$ cat src/rtl/acd_pkg.sv
// Register map, field layout, reset values and divider constants
package acd_pkg;

  localparam logic [9:0] IDX_CTRL_ONE = 10'h006;
  localparam logic [9:0] IDX_ADC_CONTROL = 10'h00e;
  localparam logic [9:0] IDX_CTRL_THREE = 10'h041;
  localparam logic [9:0] IDX_CTRL_FOUR = 10'h042;

  localparam int CD_LSB = 6;
  localparam int ADC_OSR_BIT = 9;
  localparam int CONV_EN_BIT = 0;
  localparam int DCS_LSB = 10;
  localparam int MODE_BIT = 0;
  localparam int HK_LSB = 1;
  localparam int DAC_Q_BIT = 9;

  localparam logic [2:0] CD_RST = 3'h7;
  localparam logic OSR_RST = 1'h1;
  localparam logic CONV_EN_RST = 1'h0;
  localparam logic [3:0] DCS_RST = 4'h8;
  localparam logic MODE_RST = 1'h1;
  localparam logic [5:0] HK_RST = 6'h2f;
  localparam logic DAC_Q_RST = 1'h1;

  localparam logic MODE_AUTO = 1'h0;
  localparam logic MODE_MANUAL = 1'h1;

  localparam logic [2:0] AUTO_CD_CODE = 3'h7;
  localparam logic [3:0] AUTO_DCS_CODE = 4'h8;
  localparam logic [5:0] AUTO_HK_CODE = 6'h2f;
  localparam logic AUTO_DAC_Q = 1'h1;

  localparam logic [1:0] ADC_PHASE_128 = 2'h1;
  localparam logic [1:0] ADC_PHASE_64 = 2'h3;
  localparam logic [1:0] DAC_PHASE_Q = 2'h3;

  localparam logic [7:0] DIV_STEP = 8'h02;
  localparam int NUM_DIV = 3;
  localparam int CH_CD = 0;
  localparam int CH_DCS = 1;
  localparam int CH_HK = 2;

  localparam logic [1:0] RESP_OKAY = 2'h0;
  localparam logic [1:0] RESP_SLVERR = 2'h2;

  typedef enum logic [2:0] {
    REG_NONE,
    REG_ONE,
    REG_ADC,
    REG_THREE,
    REG_FOUR
  } acd_reg_type;

endpackage : acd_pkg

$ cat src/rtl/acd_clock_dividers.sv
// Auxiliary clock dividers with their AXI4-Lite control registers
//
// Implementation choice: the AXI4-Lite slave port.
module acd_clock_dividers import acd_pkg::*; (
  input wire logic clk,
  input wire logic reset,
  input wire logic ce,
  input wire logic s_axi_awvalid,
  output logic s_axi_awready,
  input wire logic [11:0] s_axi_awaddr,
  input wire logic s_axi_wvalid,
  output logic s_axi_wready,
  input wire logic [31:0] s_axi_wdata,
  input wire logic [3:0] s_axi_wstrb,
  output logic s_axi_bvalid,
  input wire logic s_axi_bready,
  output logic [1:0] s_axi_bresp,
  input wire logic s_axi_arvalid,
  output logic s_axi_arready,
  input wire logic [11:0] s_axi_araddr,
  output logic s_axi_rvalid,
  input wire logic s_axi_rready,
  output logic [31:0] s_axi_rdata,
  output logic [1:0] s_axi_rresp,
  input wire logic adc_rate_tick,
  input wire logic dac_divider_tick,
  output logic converter_clock_tick,
  output logic adc_modulator_tick,
  output logic dac_clock_tick,
  output logic class_d_tick,
  output logic speaker_switch,
  output logic dc_servo_tick,
  output logic housekeeping_tick,
  output logic adc_oversample_high,
  output logic clocking_mode_select
);

  typedef struct packed {
    logic [2:0] cd_code;
    logic osr;
    logic conv_en;
    logic [3:0] dcs_code;
    logic mode;
    logic [5:0] hk_code;
    logic dac_q;
    logic [NUM_DIV-1:0][7:0] acc;
    logic [NUM_DIV-1:0] tick;
    logic spk;
    logic [1:0] adc_cnt;
    logic adc_tick;
    logic [1:0] dac_cnt;
    logic dac_tick;
    logic conv_tick;
    logic aw_have;
    logic [11:0] aw_addr;
    logic w_have;
    logic [31:0] w_data;
    logic [3:0] w_strb;
    logic bvalid;
    logic [1:0] bresp;
    logic rvalid;
    logic [31:0] rdata;
    logic [1:0] rresp;
  } acd_state_type;

  acd_state_type s_q;
  acd_state_type s_d;
  logic [2:0] cd_eff;
  logic [3:0] dcs_eff;
  logic [5:0] hk_eff;
  logic dq_eff;
  logic [NUM_DIV-1:0][7:0] p2;
  // Ratios are kept in half steps so 1.5, 2.5 and 5.5 stay exact
  function automatic logic [7:0] cd_halves(input logic [2:0] code);
    logic [7:0] h;
    unique case (code)
      3'h0: h = 8'h02;
      3'h1: h = 8'h04;
      3'h2: h = 8'h06;
      3'h3: h = 8'h08;
      3'h4: h = 8'h0c;
      3'h5: h = 8'h10;
      3'h6: h = 8'h18;
      3'h7: h = 8'h20;
    endcase
    return h;
  endfunction : cd_halves
  // Undefined codes fall back to the slowest ratio
  function automatic logic [7:0] dcs_halves(input logic [3:0] code);
    logic [7:0] h;
    unique case (code)
      4'h0: h = 8'h02;
      4'h1: h = 8'h03;
      4'h2: h = 8'h04;
      4'h3: h = 8'h05;
      4'h4: h = 8'h06;
      4'h5: h = 8'h08;
      4'h6: h = 8'h0b;
      4'h7: h = 8'h0c;
      default: h = 8'h10;
    endcase
    return h;
  endfunction : dcs_halves
  function automatic acd_reg_type reg_sel(input logic [11:0] addr);
    acd_reg_type r;
    r = REG_NONE;
    if (addr[1:0] == 2'h0) begin
      if (addr[11:2] == IDX_CTRL_ONE) begin
        r = REG_ONE;
      end else if (addr[11:2] == IDX_ADC_CONTROL) begin
        r = REG_ADC;
      end else if (addr[11:2] == IDX_CTRL_THREE) begin
        r = REG_THREE;
      end else if (addr[11:2] == IDX_CTRL_FOUR) begin
        r = REG_FOUR;
      end
    end
    return r;
  endfunction : reg_sel
  function automatic logic [15:0] reg_read(input acd_reg_type sel, input acd_state_type s);
    logic [15:0] v;
    v = 16'h0000;
    unique case (sel)
      REG_ONE: v[CD_LSB +: 3] = s.cd_code;
      REG_ADC: v[ADC_OSR_BIT] = s.osr;
      REG_THREE: begin
        v[CONV_EN_BIT] = s.conv_en;
        v[DCS_LSB +: 4] = s.dcs_code;
      end
      REG_FOUR: begin
        v[MODE_BIT] = s.mode;
        v[HK_LSB +: 6] = s.hk_code;
        v[DAC_Q_BIT] = s.dac_q;
      end
      REG_NONE: v = 16'h0000;
    endcase
    return v;
  endfunction : reg_read

  assign cd_eff = (s_q.mode == MODE_MANUAL) ? s_q.cd_code : AUTO_CD_CODE;
  assign dcs_eff = (s_q.mode == MODE_MANUAL) ? s_q.dcs_code : AUTO_DCS_CODE;
  assign hk_eff = (s_q.mode == MODE_MANUAL) ? s_q.hk_code : AUTO_HK_CODE;
  assign dq_eff = (s_q.mode == MODE_MANUAL) ? s_q.dac_q : AUTO_DAC_Q;
  assign p2[CH_CD] = cd_halves(cd_eff);
  assign p2[CH_DCS] = dcs_halves(dcs_eff);
  assign p2[CH_HK] = {1'b0, hk_eff, 1'b0} + 8'h02;

  // Ready drops with ce so no beat is taken while state is frozen
  assign s_axi_awready = ce & ~s_q.aw_have;
  assign s_axi_wready = ce & ~s_q.w_have;
  assign s_axi_arready = ce & ~s_q.rvalid;
  assign s_axi_bvalid = s_q.bvalid;
  assign s_axi_bresp = s_q.bresp;
  assign s_axi_rvalid = s_q.rvalid;
  assign s_axi_rdata = s_q.rdata;
  assign s_axi_rresp = s_q.rresp;
  assign converter_clock_tick = s_q.conv_tick;
  assign adc_modulator_tick = s_q.adc_tick;
  assign dac_clock_tick = s_q.dac_tick;
  assign class_d_tick = s_q.tick[CH_CD];
  assign speaker_switch = s_q.spk;
  assign dc_servo_tick = s_q.tick[CH_DCS];
  assign housekeeping_tick = s_q.tick[CH_HK];
  assign adc_oversample_high = s_q.osr;
  assign clocking_mode_select = s_q.mode;

  always_comb begin
    logic [7:0] sum;
    logic [7:0] rem;
    logic [15:0] wv;
    acd_reg_type wsel;
    acd_reg_type rsel;
    sum = 8'h00;
    rem = 8'h00;
    wv = 16'h0000;
    wsel = reg_sel(s_q.aw_addr);
    rsel = reg_sel(s_axi_araddr);
    s_d = s_q;
    // Accumulator step of two halves per cycle gives the average ratio
    for (int i = 0; i < NUM_DIV; i++) begin
      sum = s_q.acc[i] + DIV_STEP;
      rem = sum - p2[i];
      if (sum >= p2[i]) begin
        s_d.tick[i] = 1'b1;
        // Clamp after a ratio change so the next interval is clean
        s_d.acc[i] = (rem >= p2[i]) ? 8'h00 : rem;
      end else begin
        s_d.tick[i] = 1'b0;
        s_d.acc[i] = sum;
      end
    end
    if (s_d.tick[CH_CD]) begin
      s_d.spk = ~s_q.spk;
    end
    s_d.conv_tick = s_q.conv_en;
    s_d.adc_tick = 1'b0;
    if (s_q.conv_en && adc_rate_tick) begin
      if (s_q.adc_cnt >= (s_q.osr ? ADC_PHASE_128 : ADC_PHASE_64)) begin
        s_d.adc_tick = 1'b1;
        s_d.adc_cnt = 2'h0;
      end else begin
        s_d.adc_cnt = 2'(s_q.adc_cnt + 2'h1);
      end
    end
    s_d.dac_tick = 1'b0;
    if (s_q.conv_en && dac_divider_tick) begin
      if (!dq_eff || s_q.dac_cnt >= DAC_PHASE_Q) begin
        s_d.dac_tick = 1'b1;
        s_d.dac_cnt = 2'h0;
      end else begin
        s_d.dac_cnt = 2'(s_q.dac_cnt + 2'h1);
      end
    end
    if (s_axi_awvalid && s_axi_awready) begin
      s_d.aw_have = 1'b1;
      s_d.aw_addr = s_axi_awaddr;
    end
    if (s_axi_wvalid && s_axi_wready) begin
      s_d.w_have = 1'b1;
      s_d.w_data = s_axi_wdata;
      s_d.w_strb = s_axi_wstrb;
    end
    if (s_q.bvalid && s_axi_bready) begin
      s_d.bvalid = 1'b0;
    end
    if (s_q.aw_have && s_q.w_have && !s_q.bvalid) begin
      wv = reg_read(wsel, s_q);
      if (s_q.w_strb[0]) begin
        wv[7:0] = s_q.w_data[7:0];
      end
      if (s_q.w_strb[1]) begin
        wv[15:8] = s_q.w_data[15:8];
      end
      s_d.aw_have = 1'b0;
      s_d.w_have = 1'b0;
      s_d.bvalid = 1'b1;
      s_d.bresp = RESP_OKAY;
      unique case (wsel)
        REG_ONE: s_d.cd_code = wv[CD_LSB +: 3];
        REG_ADC: s_d.osr = wv[ADC_OSR_BIT];
        REG_THREE: begin
          s_d.conv_en = wv[CONV_EN_BIT];
          s_d.dcs_code = wv[DCS_LSB +: 4];
        end
        REG_FOUR: begin
          s_d.mode = wv[MODE_BIT];
          s_d.hk_code = wv[HK_LSB +: 6];
          s_d.dac_q = wv[DAC_Q_BIT];
        end
        REG_NONE: s_d.bresp = RESP_SLVERR;
      endcase
    end
    if (s_axi_arvalid && s_axi_arready) begin
      s_d.rvalid = 1'b1;
      s_d.rdata = {16'h0000, reg_read(rsel, s_q)};
      s_d.rresp = (rsel == REG_NONE) ? RESP_SLVERR : RESP_OKAY;
    end else if (s_q.rvalid && s_axi_rready) begin
      s_d.rvalid = 1'b0;
    end
  end

  always_ff @(posedge clk) begin
    if (reset) begin
      s_q <= '0;
      s_q.cd_code <= CD_RST;
      s_q.osr <= OSR_RST;
      s_q.conv_en <= CONV_EN_RST;
      s_q.dcs_code <= DCS_RST;
      s_q.mode <= MODE_RST;
      s_q.hk_code <= HK_RST;
      s_q.dac_q <= DAC_Q_RST;
    end else if (ce) begin
      s_q <= s_d;
    end
  end

  // Period checkers, one per divider channel
  for (genvar g = 0; g < NUM_DIV; g++) begin : g_chk
    logic [7:0] gap_q;
    logic [7:0] p2_last_q;
    logic chg_q;
    logic clean_q;
    always_ff @(posedge clk) begin
      if (reset) begin
        gap_q <= 8'h00;
        p2_last_q <= 8'h00;
        chg_q <= 1'b1;
        clean_q <= 1'b0;
      end else if (ce) begin
        if (s_q.tick[g]) begin
          gap_q <= 8'h00;
          p2_last_q <= p2[g];
          chg_q <= 1'b0;
          clean_q <= !chg_q && (p2[g] == p2_last_q);
        end else begin
          gap_q <= gap_q + 8'h01;
          if (p2[g] != p2_last_q) begin
            chg_q <= 1'b1;
          end
        end
      end
    end

  end
endmodule : acd_clock_dividers

$ cat config.mk
export PLATFORM = sky130hd
export DESIGN_NAME = acd_clock_dividers
export DESIGN_NICKNAME = d
export VERILOG_FILES = /design/src/rtl/acd_pkg.sv /design/src/rtl/acd_clock_dividers.sv
export SDC_FILE = /design/constraint.sdc
export NUM_CORES = 1
export LEC_CHECK = 0
export BUFFER_PORTS_ARGS = -buffer_cell sky130_fd_sc_hd__buf_2
export CORE_MARGIN = 5
export CORE_UTILIZATION = 60
export CTS_CLUSTER_DIAMETER = 150
export DETAILED_ROUTE_END_ITERATION = 10
export HOLD_SLACK_MARGIN = 0.15
export PLACE_DENSITY = 0.86
export SLEW_MARGIN = 20
export SYNTH_ARGS = -nofsm -noshare
export SYNTH_HDL_FRONTEND = slang
export SYNTH_SLANG_ARGS = --single-unit
export TNS_END_PERCENT = 1
$ cat constraint.sdc
create_clock -name clk -period 7.2 [get_ports clk]
set_input_delay 0.36 -clock clk [delete_from_list [all_inputs] [get_ports clk]]
set_output_delay 0.36 -clock clk [all_outputs]
set_load 0.02 [all_outputs]
After elaboration in Yosys (flattened, before gate mapping)
Memory sizes are Yosys's and may differ from the RTL's.
Cells that the tools add are included.

word-level totals
  register bits after elaboration = 122
  input bits = 70
  memory bits (read-only) = 72
  memories = 2
  logic and storage cells = 170

memories
  name              words  bits a word  read ports  clocked after Yosys merged registers in  wr ports  RTL line                  RTL
  (name not given)  8      5            1           0                                        0         acd_clock_dividers.sv:76  unique case (code)
  (name not given)  8      4            1           0                                        0         acd_clock_dividers.sv:91  unique case (code)

operators by class
  muxes and demuxes = 55
  $lt $le $gt $ge = 8
  reductions and logical operators = 39
  bitwise operators = 7
  eq/ne operators = 20
  add/sub/neg operators = 9

operators with widths
  kind                 number
  $mux 8               8
  $ge 8x8->1           6
  $eq 10x7->1 const B  4
  $mux 37              1
  $mux 3               12
  $add 8x2->8 const B  3
  $sub 8x8->8          3
  $reduce_and 2->1     11
  $eq 10x3->1 const B  2
  $eq 10x4->1 const B  2
  $reduce_and 4->1     4
  $mux 2               7
  $mux 1               13
  $mux 13              1
  $eq 3x2->1 const B   4
  $mux 4               3
  $mux 6               2
  $pmux 1 s2           6
  $reduce_and 3->1     4
  $mux 5               2
  $logic_and 1x1->1    9
  $add 7x2->8 const B  1
  $ne 2x2->1 const B   4
  $reduce_bool 2->1    4
  other kinds (11)     22

Longest topological paths before layout
Gate-level depths: netlist of the first run.

  word-level depth = 9
  gate-level depth with buffers = 19
  mapped depth without buffers = 17

Worst setup path after synthesis of the first run
No wires, ideal clock.

  path type = reg-to-reg
  from = register s_q (netlist bit clocking_mode_select)
  to = register s_q[107] (netlist bit)
  setup time = 0.070 ns
  stages on the path, launching flop included = 16
  buffers on the path = 2
  arrival = 3.888 ns
  period minus slack after synthesis = 3.958 ns
  path slack = 3.242 ns
  data required time = 7.130 ns
  cells stage by stage = dfxtp_1 > buf_2 > clkbuf_1 > and2_1 > ha_1 > and2_1 > o21ai_0 > ha_1 > nor2b_1 > o21ai_1 > a21boi_1 > or3_1 > a211o_1 > a2111oi_4 > or3b_1 > a21oi_1

on the way
  longest elaborated chain between the ends = 7

RTL lines
  what                RTL line                   RTL
  start: declaration  acd_clock_dividers.sv:66   acd_state_type s_q;
  $mux 4 *            acd_clock_dividers.sv:141  assign dcs_eff = (s_q.mode == MODE_MANUAL) ? s_q.dcs_code : AUTO_DCS_CODE;
  $mem_v2 8x4         -
  $mux 8 *            acd_clock_dividers.sv:91
  $sub 8x8->8         acd_clock_dividers.sv:182  rem = sum - p2[i];
  $ge 8x8->1          acd_clock_dividers.sv:186  s_d.acc[i] = (rem >= p2[i]) ? 8'h00 : rem;
  $mux 8              acd_clock_dividers.sv:186
  $mux 8 *            acd_clock_dividers.sv:183  if (sum >= p2[i]) begin

Every way passes the cells marked *; elsewhere a longest branch is shown, timed or not.
A chain may end at the register's enable or synchronous reset.

Final worst setup path of the first run
  from = register s_q (netlist bit clocking_mode_select)
  to = register s_q[121] (netlist bit)

on the way
  longest elaborated chain between the ends = 6

RTL lines
  what           RTL line                   RTL
  $mux 6 *       acd_clock_dividers.sv:142  assign hk_eff = (s_q.mode == MODE_MANUAL) ? s_q.hk_code : AUTO_HK_CODE;
  $add 7x2->8 *  acd_clock_dividers.sv:146  assign p2[CH_HK] = {1'b0, hk_eff, 1'b0} + 8'h02;
  $sub 8x8->8    acd_clock_dividers.sv:182
  $ge 8x8->1     acd_clock_dividers.sv:186
  $mux 8         acd_clock_dividers.sv:186
  $mux 8 *       acd_clock_dividers.sv:183

Marks and branches as above.

==> results of run 1 <==
-- power groups by stage --
stage / combinational (uW) / clock [uW] / sequential (uW)
6_report: 210 / 342 / 577
4_1_cts: 208 / 348 / 577
3_5_place_dp: 206 / 0 / 589
3_3_place_gp: 197 / 0 / 588
2_1_floorplan: 164 / 0 / 586
5_1_grt: 238 / 369 / 580
-- worst max-delay path, stage by stage (launching register included) --
cell      delay [ps]
dfxtp_1          810
nand2b_1         290
ha_1             350
inv_1            130
ha_1             270
a21oi_1          170
maj3_1           280
a21oi_1          110
maj3_1           370
xor2_1           170
ha_1             280
o21ai_0           70
a21o_1           170
a21oi_1          400
nor2_1           150
a22oi_1          190
a211oi_1          90
-- layout make-up --
type / instances / share of cell area [%]
flip-flops and latches: 98 / 30.9
well taps: 133 / 2.62
multi-input cells: 579 / 55.8
clock buffers: 10 / 2.01
clock inverters: 6 / 0.885
repair buffers: 81 / 6.45
inverters: 24 / 1.42
-- cell usage after synthesis (8+ instances only) --
master      n
ha_1       38
nor2_1     75
nand3_1    31
buf_4      36
nor2b_1    12
a21oi_1    66
mux2i_1    15
o21ai_1     9
nand2_1   110
a211oi_1    9
a22oi_1     9
and3_1      9
nor3_1     18
xnor2_1    20
clkbuf_1   26
nand2b_1   11
xor2_1     12
inv_1      21
dfxtp_1    98
a311oi_1    8
o21ai_0    18
-- cell families after synthesis --
kind of cell,Yosys count
other,1
buffers and inverters,90
muxes,17
and+or+nand+nor,304
adders and majority gates,44
DFF,98
xor gates and xnor gates,32
AOI/OAI and AO/OA,162
-- stage by stage --
step,instance area [um^2],cells,utilization [%]
after global placement,6170,915,63.8
after CTS,6360,931,65.7
final,6360,931,65.7
after detailed placement,6170,915,63.8
after global routing,6360,931,65.7
after floorplan,5980,767,-
-- per-layer routing --
layer / wire length, um / part of all wire [%] / track usage (%)
met5: 0 / 0 / 0
met3: 858 / 6.1 / 4.32
met2: 6850 / 49 / 41.4
met4: 560 / 4.0 / 13.4
met1: 5790 / 41 / 28.9
-- how the worst max path moves through the flow --
stage,startpoint,end,slack [ps]
floorplan,clocking_mode_select,s_q[107],3240
global placement,clocking_mode_select,s_q[121],2980
detailed placement,clocking_mode_select,s_q[121],2870
CTS,clocking_mode_select,s_q[121],2830
global route,clocking_mode_select,s_q[121],2420
finish,clocking_mode_select,s_q[121],2760
==> summary.txt, run 1 <==
Startpoint Class: flip-flop
Hold Fails Final Rpt: 0
share of the synthesized area in the top cell type: 33.2%
commonest non-fill, non-tap cells in the layout: nand2_1 (110), dfxtp_1 (98), buf_2 (79), nor2_1 (75), a21oi_1 (66)
Tot Pwr: 1130 uW
first-pass GRT wire length: 23.4 mm
HP Start: s_axi_wdata[1]
Placement Rows: 36
Area growth, synth to finish: 7.56%
R2R setup slack: 2760 ps
vias in the first global route: 5131
Top-Level Pins: 120
Vias: 5311
Pre-antenna DRT Iters: 7
Hold-fix buffers, CTS: 0
Clock power frac: 30.3%
crit path max fanout: 22
die height: 109 um
# H-tree levels: 3
Hold EP: s_q[43]
Pwr Density: 178 nW/um^2
fill cell count: 806
top_reg_cell synth: dfxtp_1
post-CTS sizing: 0
Slew @ Worst Pin: 991 ps
adder-cell share of the synthesized area: 9.57%
crit path kind: flip-flop to flip-flop
asr flop ratio synth: 0%
average size of a mapped cell: 7.90 um^2
combinational fraction of design power: 18.6%
commonest non-fill, non-tap cell in the layout: nand2_1
Synth Register Bits: 98
leakage: 0.00271 uW
global-route usage over all layers: 24.3%
max-slew violation count: 0
initial cell density of the core: 61.0%
Core Area: 9680 um^2
yosys warns: 0
FF/Latch Area: 1960 um^2
aggregate negative setup slack: 0 ps
port bufs: 79
Skew-Pair Late Insertion Delay: 370 ps
DRC errors left: 0
critical path data arrival time: 4660 ps
Final period util: 61.7%
initial antenna violation count: 0
maximum clock insertion buffer count: 2
Die ar.: 11900 um^2
dpl ws: 2870 ps
n_diodes: 0
RSZ-0062 raised after global routing: no
main combinational cell family by area after synthesis: simple AND/OR/NAND/NOR gates
Synth Area in Compound Gates: 17.7%
Root Buffer: clkbuf_8
Finish-stage setup viols: 0
FF-to-FF End: s_q[121]
CTS Buf Count: 9
routed vias/inst: 5.70
Multi-input gate area: 3550 um^2
largest net degree at the start of global routing: 93
status: completed
Congestion Overflow GR: 0
postcts setup bufs: 0
min Tclk post-route: 4440 ps
Psw: 356 uW
sequential share of the synthesized area: 33.2%
worst vdd ir: 125 uV
number of flops mapped to enable cells by yosys: 0
Clock transition at path regs: 100 ps
Tightest Hold Check Type: input port to flip-flop
crit path capture type: flip-flop
Layout Skew: 13.6 ps
ANT nets after route: 0
reg2reg start: clocking_mode_select
relative slew slack: 33.7%
nets: 904
Die Span X: 109 um
CTS tree: yes
R2R depth: 16
wire per inst: 15.1 um
Net Sw Frac: 31.5%
WHS: 218 ps
max reg flops: 70
Max-Cap Viols: 0
Post-Syn Area: 5910 um^2
top cells by area, synth: dfxtp_1 (33%), ha_1 (8.0%), nand2_1 (7.0%)
Synth Area in Simple Gates: 23.8%
hpwl dp: 10.6 mm
post-layout worst setup margin: 2760 ps
RePlAce Congestion: 0.868
cell count after synthesis: 748
largest reg by FF count: s_q
mux cell area share after synthesis: 2.92%
achievable frequency: 0.225 GHz
post-synth top area cell: dfxtp_1
initial drt markers: 307
Cell variety after synth: 63
xor/xnor cell area share of the yosys netlist: 4.74%
Min-Delay Path Depth: 3
fraction of layout cells with a size suffix above 1: 13.3%
Pint: 774 uW
clock sinks: 98
Critical Path RT: 7420 ps
DRT Wirelength: 14.1 mm
Reg power frac: 51.1%
No activity file was read; power rests on OpenSTA's default activity.
==> run 2, diff against run 1 <==
--- a/config.mk
+++ b/config.mk
@@ -5,13 +5,14 @@
 export SDC_FILE = /design/constraint.sdc
 export NUM_CORES = 1
 export LEC_CHECK = 0
+export ABC_AREA = 1
 export BUFFER_PORTS_ARGS = -buffer_cell sky130_fd_sc_hd__buf_2
 export CORE_MARGIN = 5
-export CORE_UTILIZATION = 60
+export CORE_UTILIZATION = 51
 export CTS_CLUSTER_DIAMETER = 150
 export DETAILED_ROUTE_END_ITERATION = 10
 export HOLD_SLACK_MARGIN = 0.15
-export PLACE_DENSITY = 0.86
+export PLACE_DENSITY = 0.78
 export SLEW_MARGIN = 20
 export SYNTH_ARGS = -nofsm -noshare
 export SYNTH_HDL_FRONTEND = slang
==> constraint.sdc (replaced) <==
create_clock -name clk -period 3.9 [get_ports clk]
set_input_delay 0.195 -clock clk [delete_from_list [all_inputs] [get_ports clk]]
set_output_delay 0.195 -clock clk [all_outputs]
set_load 0.02 [all_outputs]
==> run 2 against run 1 <==
Compared with the run above: power is 120% higher; sequential share of layout area down 3.1 points; utilization decreased by 6.3 points.
==> summary.txt, run 2 <==
wire per inst: 12.9 um (-14%)
CTS Buf Count: 9 (unchanged)
RePlAce Congestion: 0.901 (+3.7%)
Critical Path RT: 4170 ps (-3250 ps)
max-slew violation count: 0 (unchanged)
first-pass GRT wire length: 25.0 mm (+7.1%)
n_diodes: 0 (unchanged)
CP Cell Sequence: inv_1 > nor2_1 > inv_1 > nor2_1 > ha_1 > inv_1 > fa_1 > nand3_1 > nand3_1 > xor2_1 > ha_1 > a21o_1 > a31oi_1 > nand4_1 > a21oi_1
largest net degree at the start of global routing: 47 (-49%)
share of the synthesized area in the top cell type: 32.0% (-1.1 points)
Startpoint Class: flip-flop
critical path data arrival time: 3760 ps (-900 ps)
achievable frequency: 0.287 GHz (+28%)
main combinational cell family by area after synthesis: simple AND/OR/NAND/NOR gates
fraction of layout cells with a size suffix above 1: 11.3% (-2.0 points)
initial drt markers: 315 (+2.6%)
crit-path most repeated cell: inv_1
hpwl dp: 10.6 mm (+0.73%)
xor/xnor cell area share of the yosys netlist: 3.00% (-1.7 points)
number of flops mapped to enable cells by yosys: 0 (unchanged)
Final period util: 89.3% (+28 points)
average size of a mapped cell: 6.81 um^2 (-14%)
Bufs and invs on worst path: 3 (+2)
Layout Skew: 9.51 ps (-4.13 ps)
Pwr Density: 351 nW/um^2 (+98%)
cell count after synthesis: 899 (+20%)
aggregate negative setup slack: 0 ps (unchanged)
global-route usage over all layers: 21.1% (-3.3 points)
Max-Cap Viols: 0 (unchanged)
Hold Fails Final Rpt: 0 (unchanged)
sequential share of the synthesized area: 32.0% (-1.1 points)
CTS tree: yes
Synth Area in Simple Gates: 27.4% (+3.6 points)
mux cell area share after synthesis: 0.163% (-2.8 points)
Crit-path slowest cell: dfxtp_1
Root Buffer: clkbuf_16
Multi-input gate area: 3430 um^2 (-3.1%)
crit path capture type: flip-flop
Skew-Pair Late Insertion Delay: 350 ps (-20 ps)
Tot Pwr: 2480 uW (+120%)
port bufs: 79 (unchanged)
ANT nets after route: 0 (unchanged)
RSZ-0062 raised after global routing: no
Placement Rows: 40 (+11%)
crit path max fanout: 9 (-59%)
Core Area: 11900 um^2 (+23%)
highest cell delay on the worst timing path: 530 ps (-280 ps)
nets: 1095 (+21%)
DRT Wirelength: 14.7 mm (+4.4%)
relative slew slack: 51.8% (+18 points)
die height: 120 um (+9.4%)
Tightest Hold Check Type: input port to flip-flop
Synth Area in Compound Gates: 15.5% (-2.2 points)
DRC errors left: 0 (unchanged)
most frequent cell after synthesis: nand2_1
adder-cell share of the synthesized area: 8.75% (-0.82 points)
Clock transition at path regs: 80 ps (-20 ps)
status: completed
min Tclk post-route: 3480 ps (-961 ps)
asr flop ratio synth: 0% (unchanged)
largest reg by FF count: s_q
# H-tree levels: 3 (unchanged)
vias in the first global route: 5467 (+6.5%)
Post-Syn Area: 6120 um^2 (+3.6%)
commonest non-fill, non-tap cell in the layout: nand2_1
fill cell count: 1132 (+40%)
Layout Utilization: 59.4% (-6.3 points)
FF/Latch Area: 1960 um^2 (unchanged)
Cell variety after synth: 42 (-33%)
post-synth top area cell: dfxtp_1
clock sinks: 98 (unchanged)
initial antenna violation count: 0 (unchanged)
maximum clock insertion buffer count: 2 (unchanged)
postcts setup bufs: 0 (unchanged)
Congestion Overflow GR: 0 (unchanged)
Die ar.: 14300 um^2 (+20%)
crit path kind: flip-flop to flip-flop
Die Span X: 120 um (+9.4%)
worst vdd ir: 241 uV (+93%)
routed vias/inst: 5.22 (-8.5%)
CP top delay family: adder cells
yosys warns: 0 (unchanged)
max reg flops: 70 (unchanged)
Slew @ Worst Pin: 723 ps (-268 ps)
commonest non-fill, non-tap cells in the layout: nand2_1 (182), inv_1 (114), a21oi_1 (98), dfxtp_1 (98), nand3_1 (88)
Top-Level Pins: 120 (unchanged)
leakage: 0.00348 uW (+29%)
Vias: 5932 (+12%)
top_reg_cell synth: dfxtp_1
top cells by area, synth: dfxtp_1 (32%), nand2_1 (11%), a21oi_1 (8.1%)
initial cell density of the core: 51.4% (-9.6 points)
Area growth, synth to finish: 15.5%
Pre-antenna DRT Iters: 5 (-2)
Synth Register Bits: 98 (unchanged)
Finish-stage setup viols: 0 (unchanged)
Synth top cells by count: nand2_1 (182), inv_1 (114), a21oi_1 (99)
[run 2: cell count changes after synthesis, sizes merged, moves of 9 or more]
| cell | change |
|---|---|
| nor2b | -12 |
| inv | +90 |
| nand4 | +11 |
| o21ai | +31 |
| and3 | -9 |
| a21oi | +33 |
| nand3 | +58 |
| nand2 | +77 |
| xnor2 | -13 |
| mux2i | -14 |
| nand2b | -11 |
[run 2: area by class of cell]
| type | count | area share, % |
|---|---|---|
| clock buffers | 10 | 3.38 |
| clock inverters | 6 | 1.10 |
| inverters | 115 | 6.10 |
| multi-input cells | 645 | 48.6 |
| flip-flops and latches | 98 | 27.7 |
| well taps | 147 | 2.60 |
| repair buffers | 115 | 10.5 |
[run 2: logic make-up (layout without fill, tap and decap cells)]
group	after synthesis	after routing
compound gates	179	179
xor+xnor	21	21
fa+ha+maj	41	41
buf+inv	175	246
flops	98	98
mux	1	1
other cells	1	20
simple gates	383	383
[run 2: path summary, 6_finish.rpt]
kind	from	end	slack, ps	cells past startpoint
worst max-delay path	clocking_mode_select	s_q[103]	420	15
worst min-delay path	s_axi_awaddr[6]	s_q[81]	160	3
worst max register to register	clocking_mode_select	s_q[103]	420	15
worst min register to register	s_q[54]	s_q[54]	460	2
[run 2: power by group]
group | internal, uW | switching, uW
sequential | 1040 | 28.1
combinational | 174 | 288
clock | 529 | 424
total | 1740 | 740
[run 2: routing by layer]
layer  vias up  track usage, %  wire [um]
met5         -               0          0
met2       137            34.7       6910
met4         0            8.16        331
met3        24            3.39        669
li1       3068               -          -
met1      2703            27.7       6770
[run 2: repair_timing]
item / 4_1_cts / 5_1_grt
hold endpoints to repair: 29 / 0
hold buffers: 31 / 0
endpoints found under the setup margin: 0 / 7
resized for setup: 0 / 1
[run 2: through the flow]
step	instances	setup WS (ps)	area [um^2]	hold WS (ps)
floorplan	918	790	6190	309
global placement	1089	490	6440	430
finish	1136	418	7070	159
global route	1136	81.4	7070	167
detailed placement	1089	414	6440	441
CTS	1136	383	7070	155
[run 2: worst reg2reg max path, cell delays in order (launching register included)]
cell and delay (ps):
dfxtp_1 530, inv_1 220, nor2_1 190, inv_1 90, nor2_1 160, ha_1 180
inv_1 60, fa_1 400, nand3_1 90, nand3_1 100, xor2_1 230, ha_1 290
a21o_1 180, a31oi_1 360, nand4_1 170, a21oi_1 150
==> run 3, diff against run 2 <==
--- a/config.mk
+++ b/config.mk
@@ -8,12 +8,11 @@
 export ABC_AREA = 1
 export BUFFER_PORTS_ARGS = -buffer_cell sky130_fd_sc_hd__buf_2
 export CORE_MARGIN = 5
-export CORE_UTILIZATION = 51
-export CTS_CLUSTER_DIAMETER = 150
+export CORE_UTILIZATION = 56
+export CTS_CLUSTER_DIAMETER = 200
 export DETAILED_ROUTE_END_ITERATION = 10
 export HOLD_SLACK_MARGIN = 0.15
-export PLACE_DENSITY = 0.78
-export SLEW_MARGIN = 20
+export PLACE_DENSITY = 0.81
 export SYNTH_ARGS = -nofsm -noshare
 export SYNTH_HDL_FRONTEND = slang
 export SYNTH_SLANG_ARGS = --single-unit
==> constraint.sdc (replaced) <==
create_clock -name clk -period 3.3 [get_ports clk]
set_input_delay 0.165 -clock clk [delete_from_list [all_inputs] [get_ports clk]]
set_output_delay 0.165 -clock clk [all_outputs]
set_load 0.02 [all_outputs]
==> run 3 against run 2 <==
Compared with the run above: critical endpoint is now s_q[120]; clock power fell by 22%; worst hold slack improved by 21 ps; non-clock buffer count rose by 22; clock skew rose by 3.5 ps; combinational power rose by 22%; sequential share of layout area fell by 0.32 points; largest power group unchanged; routed wire length rose by 3.7%; die area fell by 8.2%.
==> summary.txt, run 3 (same netlist as run 2, synthesis figures left out) <==
Die ar.: 13100 um^2 (-8.2%)
critical path data arrival time: 3420 ps (-340 ps)
CP Cell Sequence: inv_1 > nand2_2 > ha_2 > inv_1 > fa_1 > nand3_1 > nand3_1 > nand2_1 > xor2_1 > inv_1 > ha_1 > a21oi_1 > o21ai_0 > a21oi_1 > buf_4 > nand2_4 > nor2_1 > nor2_1 > nor2_1
die height: 115 um (-4.2%)
achievable frequency: 0.323 GHz (+12%)
CTS tree: yes
global-route usage over all layers: 23.8% (+2.7 points)
Tightest Hold Check Type: input port to flip-flop
Critical Path RT: 3620 ps (-550 ps)
hpwl dp: 10.8 mm (+1.6%)
Pre-antenna DRT Iters: 5 (unchanged)
Final period util: 93.8% (+4.5 points)
crit path kind: flip-flop to flip-flop
max reg flops: 70 (unchanged)
Core Area: 10800 um^2 (-9.4%)
status: completed
min Tclk post-route: 3100 ps (-387 ps)
Layout Skew: 13.0 ps (+3.48 ps)
final cell count without fillers: 1152 (+1.4%)
vias in the first global route: 5688 (+4.0%)
Root Buffer: clkbuf_8
end of the critical path: s_q[120]
max-slew violation count: 0 (unchanged)
Hold Fails Final Rpt: 0 (unchanged)
wire per inst: 13.2 um (+2.3%)
ANT nets after route: 0 (unchanged)
leakage: 0.00350 uW (+0.48%)
R2R depth: 19 (+4)
fraction of layout cells with a size suffix above 1: 13.4% (+2.0 points)
Area growth, synth to finish: 17.1%
Top-Level Pins: 120 (unchanged)
Bufs and invs on worst path: 4 (+1)
largest net degree at the start of global routing: 47 (unchanged)
nets: 1117 (+2.0%)
relative slew slack: 53.2% (+1.4 points)
Placement Rows: 38 (-5.0%)
DRT Wirelength: 15.2 mm (+3.7%)
commonest non-fill, non-tap cell in the layout: nand2_1
Congestion Overflow GR: 0 (unchanged)
clock sinks: 98 (unchanged)
R2R setup slack: 200 ps (-210 ps)
maximum clock insertion buffer count: 2 (unchanged)
Vias: 6100 (+2.8%)
worst vdd ir: 322 uV (+33%)
WP depth: 19 (+4)
highest cell delay on the worst timing path: 440 ps (-90 ps)
Die Span X: 115 um (-4.2%)
port bufs: 79 (unchanged)
reg2reg start: s_q[125]
placed cells: 1091 (+0.18%)
RePlAce Congestion: 0.904 (+0.38%)
FF-to-FF End: s_q[120]
Skew-Pair Late Insertion Delay: 380 ps (+30 ps)
initial drt markers: 507 (+61%)
first-pass GRT wire length: 25.8 mm (+3.2%)
initial cell density of the core: 56.7% (+5.3 points)
Max-Cap Viols: 0 (unchanged)
Worst Setup SP: s_q[125]
crit path max fanout: 5 (-4)
initial antenna violation count: 1 (+1)
DRC errors left: 0 (unchanged)
aggregate negative setup slack: 0 ps (unchanged)
CP top delay family: adder cells
Pwr Density: 359 nW/um^2 (+2.1%)
commonest non-fill, non-tap cells in the layout: nand2_1 (178), inv_1 (113), a21oi_1 (97), dfxtp_1 (96), nand3_1 (88)
Finish-stage setup viols: 0 (unchanged)
RSZ-0062 raised after global routing: yes
largest reg by FF count: s_q
Crit-path slowest cell: fa_1
crit path capture type: flip-flop
routed vias/inst: 5.30 (+1.4%)
# H-tree levels: 3 (unchanged)
CTS Buf Count: 9 (unchanged)
Startpoint Class: flip-flop
Slew @ Worst Pin: 700 ps (-22.3 ps)
Clock transition at path regs: 90 ps (about the same)
==> run 3: cell count changes in the layout (fill, tap and decap cells not counted), moves of 3 or more <==
cell,previous run,this run
clkbuf_8,1,10
dlygate4sd3_1,31,43
clkbuf_16,9,0
buf_4,5,15
nor2_2,1,4
nand2_1,182,178
nor2_1,72,69
nand2_2,4,8
==> run 3: metal layers <==
layer	up-vias	share of wire (%)	wire length, um	track usage, %
met5	-	0	0	0
met4	0	1.5	225	7.68
met3	16	5.7	871	3.96
met2	206	48	7350	39.9
met1	2759	45	6790	31.1
li1	3119	-	-	-
==> run 3: worst min-delay path by stage <==
stage / from / endpoint / slack, ps / depth (start not counted)
global placement: dac_divider_tick / s_q[90] / 400 / 2
floorplan: dac_divider_tick / s_q[90] / 280 / 1
CTS: adc_rate_tick / s_q[93] / 160 / 4
detailed placement: dac_divider_tick / s_q[90] / 400 / 2
global route: s_axi_wvalid / s_q[74] / 200 / 3
finish: s_axi_wvalid / s_q[45] / 180 / 3
==> run 3: cell type report <==
class / count / area, um^2
tap: 140 / 175
fill: 949 / 3620
antenna: 1 / 2.50
clock inverter: 6 / 47.5
clock buffer: 10 / 138
multi-input combinational: 645 / 3470
inverter: 115 / 432
timing repair buffer: 137 / 938
sequential: 98 / 1970
==> run 3: stage by stage <==
| step | util [%] | total power [uW] | instance area (um^2) | setup WS, ps | hold WS (ps) |
|---|---|---|---|---|---|
| 2_1_floorplan | - | 1690 | 6190 | 190 | 279 |
| 3_3_place_gp | 60.2 | 1790 | 6500 | 140 | 401 |
| 3_5_place_dp | 60.2 | 1800 | 6500 | 57.8 | 400 |
| 4_1_cts | 65.9 | 2560 | 7120 | 42.3 | 164 |
| 5_1_grt | 66.5 | 2710 | 7170 | -10.7 | 202 |
| 6_report | 66.5 | 2570 | 7170 | 205 | 180 |
==> run 3: timing repair <==
item	in CTS	in global routing
endpoints found under the setup margin	1	17
endpoints found under the hold margin	32	0
pin swaps	0	3
setup buffers	0	1
hold buffers	43	0
gates resized for setup	1	17
==> run 3: worst min-delay path, stage by stage <==
cell and delay, ps:
buf_2 160, nand3_1 120, a21oi_1 60
==> run 3: power by group <==
| group | switching, uW | total (uW) | internal, uW |
|---|---|---|---|
| logic | 343 | 566 | 223 |
| registers | 33.4 | 1260 | 1230 |
| clock network | 444 | 746 | 301 |
